`config.mk`:
```
export PLATFORM = sky130hd
export DESIGN_NAME = gpz_ports
export DESIGN_NICKNAME = d
export VERILOG_FILES = /design/src/gpz_pkg.sv /design/src/gpz_pin_cell.sv /design/src/gpz_ports.sv
export VERILOG_INCLUDE_DIRS = /design/src /design/src/src
export SDC_FILE = /design/constraint.sdc
export NUM_CORES = 1
export LEC_CHECK = 0
export BUFFER_PORTS_ARGS = -buffer_cell sky130_fd_sc_hd__clkbuf_2
export CORE_MARGIN = 2
export CORE_UTILIZATION = 45
export DETAILED_ROUTE_END_ITERATION = 6
export PLACE_DENSITY = 0.79
export SLEW_MARGIN = 5
export SYNTH_ARGS = -nofsm -noshare
export SYNTH_HDL_FRONTEND = slang
export SYNTH_SLANG_ARGS = --single-unit
```
`constraint.sdc`:
```
create_clock -name clk -period 1.97 [get_ports clk]
set_input_delay 0.0985 -clock clk [delete_from_list [all_inputs] [get_ports clk]]
set_output_delay 0.0985 -clock clk [all_outputs]
set_load 0.01 [all_outputs]
```
`src/gpz_regs.svh`:
```
// Register offsets, field positions and reset values of the GPIO ports.
// Assumes an includer that compiles it once per unit; guarded anyway.
`ifndef GPZ_REGS_SVH
`define GPZ_REGS_SVH

// Bus widths
`define GPZ_ADDR_W 16
`define GPZ_DATA_W 8

// Register offsets
`define GPZ_P0_LATCH_OFS 16'h0000
`define GPZ_P1_LATCH_OFS 16'h0001
`define GPZ_P2_LATCH_OFS 16'h0002
`define GPZ_P0_DIR_OFS 16'h000A
`define GPZ_P1_DIR_OFS 16'h000B
`define GPZ_P0_DRIVE_OFS 16'h1F80
`define GPZ_IRQ_STAT_OFS 16'h1F90
`define GPZ_IRQ_MASK_OFS 16'h1F91
`define GPZ_SYS_CTRL_OFS 16'h1F92

// Field positions
`define GPZ_KEEP_BIT 0
`define GPZ_STOP_PIN 0

// Reset values
`define GPZ_P0_LATCH_RST 8'h00
`define GPZ_P0_DIR_RST 8'h00
`define GPZ_P0_DRIVE_RST 8'h00
`define GPZ_P1_LATCH_RST 8'h00
`define GPZ_P1_DIR_RST 8'h00
`define GPZ_P2_LATCH_RST 8'hFF
`define GPZ_IRQ_STAT_RST 8'h00
`define GPZ_IRQ_MASK_RST 8'h00
`define GPZ_SYS_CTRL_RST 8'h00
`define GPZ_UNMAPPED_VAL 8'h00

`endif

```
`src/gpz_pkg.sv`:
```
// Types shared by the GPIO port block.
// Assumes gpz_regs.svh is on the include path.
`include "gpz_regs.svh"

package gpz_pkg;

	typedef logic [`GPZ_DATA_W-1:0] gpz_byte_t;
	typedef logic [`GPZ_ADDR_W-1:0] gpz_addr_t;

	// One register bus request, all fields valid in the strobe cycle
	typedef struct packed {
		logic wr;
		logic rd;
		logic rmw;
		gpz_addr_t addr;
		gpz_byte_t wdata;
	} gpz_bus_req_t;

endpackage

```
`src/gpz_pin_cell.sv`:
```
// Pad drive logic for one port of W pins.
// Assumes registered latch, direction and drive-type inputs.
`timescale 1ns/10ps
`default_nettype none

module gpz_pin_cell #(
	parameter int W = 8
) (
	// Port state
	input wire logic [W-1:0] latch,
	input wire logic [W-1:0] dir,
	input wire logic [W-1:0] open_drain,
	input wire logic [W-1:0] force_off,
	// Pad side
	output logic [W-1:0] pad_o,
	output logic [W-1:0] pad_oe
);

	// Refused while the design is built, not at run time
	if (W < 1 || W > 8) begin : g_bad_width
		$error("gpz_pin_cell: W must be 1 to 8");
	end

	// Open-drain pins only ever pull low
	always_comb begin
		pad_o = latch & ~open_drain;
		pad_oe = dir & ~force_off & (~open_drain | ~latch);
	end

endmodule

`default_nettype wire

```
`src/gpz_ports.sv`:
```
// Three general-purpose I/O ports behind a simple register port.
// Assumes one clock, synchronous pin inputs and a single bus master.
// Contract
// - First port: four two-way pins
// - First port direction per pin, resets input
// - First port latch holds writes, resets zero
// - First port drive type: 0 push-pull, 1 open-drain
// - Open-drain RMW reads latch, else pin level
// - Second port: eight pins, direction resets input
// - Second port latch resets to zero
// - Third port: three pins, latch resets ones
// - Falling edge on pin zero sets interrupt
// - Pin zero floats in stop regardless
// - Third port upper read bits indeterminate
// - Third port RMW reads latch, else pins
// - Outputs latched, inputs read straight from pins
`timescale 1ns/10ps
`default_nettype none

`include "gpz_regs.svh"

module gpz_ports
	import gpz_pkg::*;
#(
	parameter int P0_W = 4,
	parameter int P1_W = 8,
	parameter int P2_W = 3
) (
	// Clock and reset
	input wire logic clk,
	input wire logic rst,
	// Register port
	input wire gpz_bus_req_t bus,
	output gpz_byte_t rdata,
	// Chip power state
	input wire logic stop_active,
	// First port pins
	input wire logic [P0_W-1:0] p0_in,
	output logic [P0_W-1:0] p0_out,
	output logic [P0_W-1:0] p0_oe,
	// Second port pins
	input wire logic [P1_W-1:0] p1_in,
	output logic [P1_W-1:0] p1_out,
	output logic [P1_W-1:0] p1_oe,
	// Third port pins
	input wire logic [P2_W-1:0] p2_in,
	output logic [P2_W-1:0] p2_out,
	output logic [P2_W-1:0] p2_oe,
	// Interrupt
	output logic irq
);

	// Read data are one byte, so wider ports cannot be served
	if (P0_W < 1 || P0_W > `GPZ_DATA_W) begin : g_bad_p0_w
		$error("gpz_ports: P0_W out of range");
	end
	if (P1_W < 1 || P1_W > `GPZ_DATA_W) begin : g_bad_p1_w
		$error("gpz_ports: P1_W out of range");
	end
	if (P2_W < 1 || P2_W > `GPZ_DATA_W) begin : g_bad_p2_w
		$error("gpz_ports: P2_W out of range");
	end

	// Per-bit choice between latch and pin for a read
	function automatic gpz_byte_t read_mix(
		input gpz_byte_t latch_v,
		input gpz_byte_t pin_v,
		input gpz_byte_t sel_latch
	);
		read_mix = (latch_v & sel_latch) | (pin_v & ~sel_latch);
	endfunction

	// Decode of one register hit
	function automatic logic hit(
		input gpz_addr_t addr,
		input gpz_addr_t ofs
	);
		hit = (addr == ofs);
	endfunction

	// First port state
	logic [P0_W-1:0] first_port_latch;
	logic [P0_W-1:0] first_port_direction;
	logic [P0_W-1:0] first_port_drive_type;
	logic [P0_W-1:0] next_first_port_latch;
	logic [P0_W-1:0] next_first_port_direction;
	logic [P0_W-1:0] next_first_port_drive_type;

	// Second port state
	logic [P1_W-1:0] second_port_latch;
	logic [P1_W-1:0] second_port_direction;
	logic [P1_W-1:0] next_second_port_latch;
	logic [P1_W-1:0] next_second_port_direction;

	// Third port state
	logic [P2_W-1:0] third_port_latch;
	logic [P2_W-1:0] next_third_port_latch;

	// System control and interrupts
	logic stop_output_keep;
	logic next_stop_output_keep;
	logic [P2_W-1:0] irq_status;
	logic [P2_W-1:0] irq_mask;
	logic [P2_W-1:0] next_irq_status;
	logic [P2_W-1:0] next_irq_mask;
	logic [P2_W-1:0] p2_prev;
	logic [P2_W-1:0] next_p2_prev;
	logic [P2_W-1:0] p2_fall;

	// Read data
	gpz_byte_t next_rdata;

	// Output gating
	logic stop_float;
	logic [P0_W-1:0] p0_off;
	logic [P1_W-1:0] p1_off;
	logic [P2_W-1:0] p2_off;
	gpz_byte_t p0_sel;
	gpz_byte_t p2_sel;

	// First port registers
	always_comb begin
		next_first_port_latch = first_port_latch;
		next_first_port_direction = first_port_direction;
		next_first_port_drive_type = first_port_drive_type;
		if (bus.wr) begin
			// Upper data bits beyond the port width are dropped
			if (hit(bus.addr, `GPZ_P0_LATCH_OFS)) begin
				next_first_port_latch = bus.wdata[P0_W-1:0];
			end
			if (hit(bus.addr, `GPZ_P0_DIR_OFS)) begin
				next_first_port_direction = bus.wdata[P0_W-1:0];
			end
			if (hit(bus.addr, `GPZ_P0_DRIVE_OFS)) begin
				next_first_port_drive_type = bus.wdata[P0_W-1:0];
			end
		end
	end

	always_ff @(posedge clk) begin
		if (rst) begin
			first_port_latch <= P0_W'(`GPZ_P0_LATCH_RST);
			first_port_direction <= P0_W'(`GPZ_P0_DIR_RST);
			first_port_drive_type <= P0_W'(`GPZ_P0_DRIVE_RST);
		end else begin
			first_port_latch <= next_first_port_latch;
			first_port_direction <= next_first_port_direction;
			first_port_drive_type <= next_first_port_drive_type;
		end
	end

	// Second port registers
	always_comb begin
		next_second_port_latch = second_port_latch;
		next_second_port_direction = second_port_direction;
		if (bus.wr) begin
			if (hit(bus.addr, `GPZ_P1_LATCH_OFS)) begin
				next_second_port_latch = bus.wdata[P1_W-1:0];
			end
			if (hit(bus.addr, `GPZ_P1_DIR_OFS)) begin
				next_second_port_direction = bus.wdata[P1_W-1:0];
			end
		end
	end

	always_ff @(posedge clk) begin
		if (rst) begin
			second_port_latch <= P1_W'(`GPZ_P1_LATCH_RST);
			second_port_direction <= P1_W'(`GPZ_P1_DIR_RST);
		end else begin
			second_port_latch <= next_second_port_latch;
			second_port_direction <= next_second_port_direction;
		end
	end

	// Third port latch and system control
	always_comb begin
		next_third_port_latch = third_port_latch;
		next_stop_output_keep = stop_output_keep;
		next_irq_mask = irq_mask;
		if (bus.wr) begin
			if (hit(bus.addr, `GPZ_P2_LATCH_OFS)) begin
				next_third_port_latch = bus.wdata[P2_W-1:0];
			end
			if (hit(bus.addr, `GPZ_SYS_CTRL_OFS)) begin
				next_stop_output_keep = bus.wdata[`GPZ_KEEP_BIT];
			end
			if (hit(bus.addr, `GPZ_IRQ_MASK_OFS)) begin
				next_irq_mask = bus.wdata[P2_W-1:0];
			end
		end
	end

	always_ff @(posedge clk) begin
		if (rst) begin
			third_port_latch <= P2_W'(`GPZ_P2_LATCH_RST);
			stop_output_keep <= 1'(`GPZ_SYS_CTRL_RST);
			irq_mask <= P2_W'(`GPZ_IRQ_MASK_RST);
		end else begin
			third_port_latch <= next_third_port_latch;
			stop_output_keep <= next_stop_output_keep;
			irq_mask <= next_irq_mask;
		end
	end

	// Third port edge detection
	// The pad level is watched, so the device's own output edge counts too
	// Raw pin sampled; a one-cycle glitch still sets a flag
	always_comb begin
		next_p2_prev = p2_in;
		p2_fall = p2_prev & ~p2_in;
	end

	always_ff @(posedge clk) begin
		if (rst) begin
			// Released latch means pull-up idle, so start high
			p2_prev <= P2_W'(`GPZ_P2_LATCH_RST);
		end else begin
			p2_prev <= next_p2_prev;
		end
	end

	// Sticky status, cleared by a read; a new edge beats the clear
	always_comb begin
		next_irq_status = irq_status;
		if (bus.rd && hit(bus.addr, `GPZ_IRQ_STAT_OFS)) begin
			next_irq_status = '0;
		end
		next_irq_status = next_irq_status | p2_fall;
	end

	always_ff @(posedge clk) begin
		if (rst) begin
			irq_status <= P2_W'(`GPZ_IRQ_STAT_RST);
		end else begin
			irq_status <= next_irq_status;
		end
	end

	// Level output; software drops it by reading the status
	assign irq = |(irq_status & irq_mask);

	// Read path
	// Third port gives its whole latch back in a modify cycle
	always_comb begin
		// Only open-drain bits of the first port read back the latch
		p0_sel = bus.rmw ? `GPZ_DATA_W'(first_port_drive_type) : '0;
		p2_sel = bus.rmw ? `GPZ_DATA_W'({P2_W{1'b1}}) : '0;
	end

	always_comb begin
		next_rdata = `GPZ_UNMAPPED_VAL;
		if (bus.rd) begin
			if (hit(bus.addr, `GPZ_P0_LATCH_OFS)) begin
				// Unused upper bits read zero
				next_rdata = read_mix(`GPZ_DATA_W'(first_port_latch),
					`GPZ_DATA_W'(p0_in), p0_sel);
			end else if (hit(bus.addr, `GPZ_P1_LATCH_OFS)) begin
				// Pins sampled raw; software must debounce
				next_rdata = `GPZ_DATA_W'(p1_in);
			end else if (hit(bus.addr, `GPZ_P2_LATCH_OFS)) begin
				// Undefined upper bits are given as zero
				next_rdata = read_mix(`GPZ_DATA_W'(third_port_latch),
					`GPZ_DATA_W'(p2_in), p2_sel);
			end else if (hit(bus.addr, `GPZ_P0_DIR_OFS)) begin
				next_rdata = `GPZ_DATA_W'(first_port_direction);
			end else if (hit(bus.addr, `GPZ_P1_DIR_OFS)) begin
				next_rdata = `GPZ_DATA_W'(second_port_direction);
			end else if (hit(bus.addr, `GPZ_P0_DRIVE_OFS)) begin
				next_rdata = `GPZ_DATA_W'(first_port_drive_type);
			end else if (hit(bus.addr, `GPZ_IRQ_STAT_OFS)) begin
				next_rdata = `GPZ_DATA_W'(irq_status);
			end else if (hit(bus.addr, `GPZ_IRQ_MASK_OFS)) begin
				next_rdata = `GPZ_DATA_W'(irq_mask);
			end else if (hit(bus.addr, `GPZ_SYS_CTRL_OFS)) begin
				next_rdata = `GPZ_DATA_W'(stop_output_keep);
			end else begin
				next_rdata = `GPZ_UNMAPPED_VAL;
			end
		end
	end

	// Between reads the bus sees zero, never stale data
	always_ff @(posedge clk) begin
		if (rst) begin
			rdata <= `GPZ_UNMAPPED_VAL;
		end else begin
			rdata <= next_rdata;
		end
	end

	// Stop mode output gating
	// Holding drive in stop trades current for defined pin levels
	always_comb begin
		stop_float = stop_active & ~stop_output_keep;
		p0_off = {P0_W{stop_float}};
		p1_off = {P1_W{stop_float}};
		p2_off = {P2_W{stop_float}};
		// Pin zero is the stop pin, so it floats whatever the keep bit
		p2_off[`GPZ_STOP_PIN] = stop_active;
	end

	// Pad drivers
	gpz_pin_cell #(
		.W(P0_W)
	) u_first_port (
		.latch(first_port_latch),
		.dir(first_port_direction),
		.open_drain(first_port_drive_type),
		.force_off(p0_off),
		.pad_o(p0_out),
		.pad_oe(p0_oe)
	);

	gpz_pin_cell #(
		.W(P1_W)
	) u_second_port (
		.latch(second_port_latch),
		.dir(second_port_direction),
		.open_drain({P1_W{1'b0}}),
		.force_off(p1_off),
		.pad_o(p1_out),
		.pad_oe(p1_oe)
	);

	// No direction register: latch 1 releases the pin for input use
	gpz_pin_cell #(
		.W(P2_W)
	) u_third_port (
		.latch(third_port_latch),
		.dir({P2_W{1'b1}}),
		.open_drain({P2_W{1'b1}}),
		.force_off(p2_off),
		.pad_o(p2_out),
		.pad_oe(p2_oe)
	);

endmodule

`default_nettype wire

```
==> impl_metrics.yaml <==
run_status:
  status: "finished clean"
synth:
  synthTopCellsByArea: "sky130_fd_sc_hd__dfxtp_1 (39%), sky130_fd_sc_hd__mux2i_1 (11%), sky130_fd_sc_hd__nor2_1 (5.5%)"
  synth.largest_area_cell: "sky130_fd_sc_hd__dfxtp_1"
  synthDistinctLibCells: 49
  post_synth.cell_area_avg_sq_um: 8.82
  synth.cell_area_sq_mm: 0.00251
  netlist_instances: 285
  synth_seq_cells: 49
  yosysSeqAreaShare: 0.390
  post_synth_top_area_share: 0.390
  yosys_warnings: 0
setup_path:
  critPathMaxFanout: 8
  worstSetupStartpoint: "bus[16]"
  sort_of_element_at_the_start_of_the_critical_path: "primary input"
  regToRegSetupSlack_ps: 740
  critical_path.reg2reg.endpoint: "rdata[2]"
  rr_startpoint: "first_port_drive_type[2]"
  cp.arrival_ps: 1770
  crit_path_kind: "primary input to flip-flop"
  worst-r2r-cell-count: 4
  crit_path_end_kind: "flip-flop"
  worst_ep_required_time_ps: 2170
route:
  avgViaCountPerCell: 5.66
  ant_nets: 0
  drt_first_pass_iters: 5
  drc: 0
  detail_route.wl_per_cell_um: 15.8
  detail_route.wirelength_um: 6990
  detailedRoute.firstIterationViolations: 282
  dr_total_vias: 2502
sta:
  unrepaired_setup_endpoints_after_global_routing: "no"
  timing.fmax_ghz: 0.635
  setup_total_negative_slack_ps: 0
  timing_max_transition_violations_final: 0
  final-setup-viol-count: 0
  timing.final.hold_violations: 0
  period_needed_ps: 1570
  finalHoldWorstSlack_ps: 13.2
  clock-skew-final_ps: 8.09
  tcrit_tclk_final: 0.799
  fin_ws_ps: 396
min_path:
  holdPathEnd: "p2_prev[2]"
  hold_class: "primary input to flip-flop"
  hold_path_depth: 2
  worstHoldStart: "p2_in[2]"
placed_design:
  routabilityCongestion: 0.937
  dp_slack_ps: 113
  detailed_place_hpwl_um: 5280
  placement.io_buffers: 80
global_routing:
  grt_use_total: 0.231
  pin_count_of_the_biggest_net_entering_global_routing: 40
  vias_in_the_first_global_route: 2322
  overflow: 0
  antenna_found_initial: 0
  global_route.peak_usage_layer: "met2"
  met3_usage: 0.0273
  groute.layer.met2.usage: 0.371
  met1_usage: 0.325
  grt_first_pass_wirelength_um: 11300
layout:
  final_cell_mix: "sky130_fd_sc_hd__clkbuf_2 (80), sky130_fd_sc_hd__dfxtp_1 (49), sky130_fd_sc_hd__nor2_1 (37)"
  final_layout_size_suffix_gt1_frac: 0.343
  final_nets: 414
  layout_commonest_cell: "sky130_fd_sc_hd__clkbuf_2"
  syn_to_final_growth_pct: 23.6
  antenna_cells_inserted: 0
floorplan:
  die-width_um: 78.7
  num_rows: 27
  core-area_sq_mm: 0.00544
  die_h_um: 78.7
  ioPinCount: 84
  effective_utilization_at_floorplan: 0.462
  dieArea_sq_mm: 0.00620
clock_tree:
  worst_skew_pair.late_latency_ps: 310
  tritoncts: "yes"
  clkTransAtPathRegs_ps: 100
  cts_post_setup_buffers_inserted: 0
  tritoncts.num_buffers: 5
  htree_levels: 2
  root_buffer: "sky130_fd_sc_hd__clkbuf_8"
  cts_sinks: 49
  cts_resized: 0
  cts_buffer_depth: 2
  holdBufCountCts: 0
pwr:
  leakagePower_nw: 1.51
  irDropWorstVdd_mv: 0.297
  power-per-cell-area_mw_per_mm2: 581
job:
  max_cap_viol_count: 0
[power by group]
part | internal, W | total [W] | leakage, nW | switching, W
logic | 0.0000693 | 0.000180 | 1.07 | 0.000111
clock network | 0.000259 | 0.000620 | 0.0452 | 0.000360
registers | 0.000999 | 0.00100 | 0.396 | 0.00000568
[logic make-up (layout without fill, tap and decap cells)]
group,count (synthesis),count (layout),share of synthesized area
and+or+nand+nor,133,133,0.302
DFF,49,49,0.390
other,1,3,0.00149
buffers and inverters,22,105,0.0433
AOI/OAI and AO/OA,48,48,0.132
muxes,32,32,0.130
[sequential cells by signal, summed over array words and instances (netlist names)]
register	flops
second_port_latch	8
irq_status	3
stop_output_keep	1
first_port_latch	4
irq_mask	3
p2_prev	3
second_port_direction	8
first_port_direction	4
first_port_drive_type	4
rdata	8
third_port_latch	3
[metal layers]
layer,wire [um],share of wire
met5,0,0
met4,125,0.018
met3,493,0.071
met2,3180,0.46
met1,3190,0.46
[synthesized netlist by cell type, drive strengths merged]
cell type	instances
nand2b	3
clkinv	1
and4b	2
or2b	1
clkbuf	11
and3	5
mux2	5
a31oi	2
o221ai	3
buf	6
a221oi	2
o21ai	13
a222oi	1
nand3	11
or2	5
nor3	5
o311a	1
and2b	1
nor2	38
o2bb2ai	1
a32oi	4
and2	8
nor2b	9
or3	3
conb	1
nand4	9
a22oi	1
mux2i	27
inv	4
a211oi	1
o211ai	1
a22o	2
nand4b	2
nor4	4
nand2	25
dfxtp	49
or4	1
a21oi	9
a211o	3
nand3b	1
o32ai	3
o31ai	1
[through the flow]
stage	total power [W]	instance area, sq um	cells	util
after floorplan	0.00112	2520	287	-
after global placement	0.00121	3010	434	0.553
after detailed placement	0.00121	3010	434	0.553
after CTS	0.00181	3100	442	0.571
after global routing	0.00188	3100	442	0.571
final	0.00180	3100	442	0.571
[worst max-delay path, stage by stage]
cell	delay [ps]
sky130_fd_sc_hd__clkbuf_2	100
sky130_fd_sc_hd__or4_4	560
sky130_fd_sc_hd__nor3_1	210
sky130_fd_sc_hd__buf_4	160
sky130_fd_sc_hd__nand4_2	320
sky130_fd_sc_hd__mux2i_1	280
sky130_fd_sc_hd__nor2_1	50
[worst max path at each step]
stage | slack [ps] | endpoint
floorplan | 320 | second_port_direction[0]
global placement | 110 | rdata[2]
detailed placement | 110 | second_port_direction[5]
CTS | 400 | p0_oe[1]
global route | 290 | second_port_direction[5]
finish | 400 | second_port_direction[1]
[final cells by class]
class,count,area (sq um)
fillers,519,2330
well taps,72,90.1
inverters,5,18.8
flip-flops and latches,49,981
repair buffers,92,490
clock inverters,3,25.0
clock buffers,5,68.8
multi-input cells,216,1430
(Power assumes the default switching activity.)
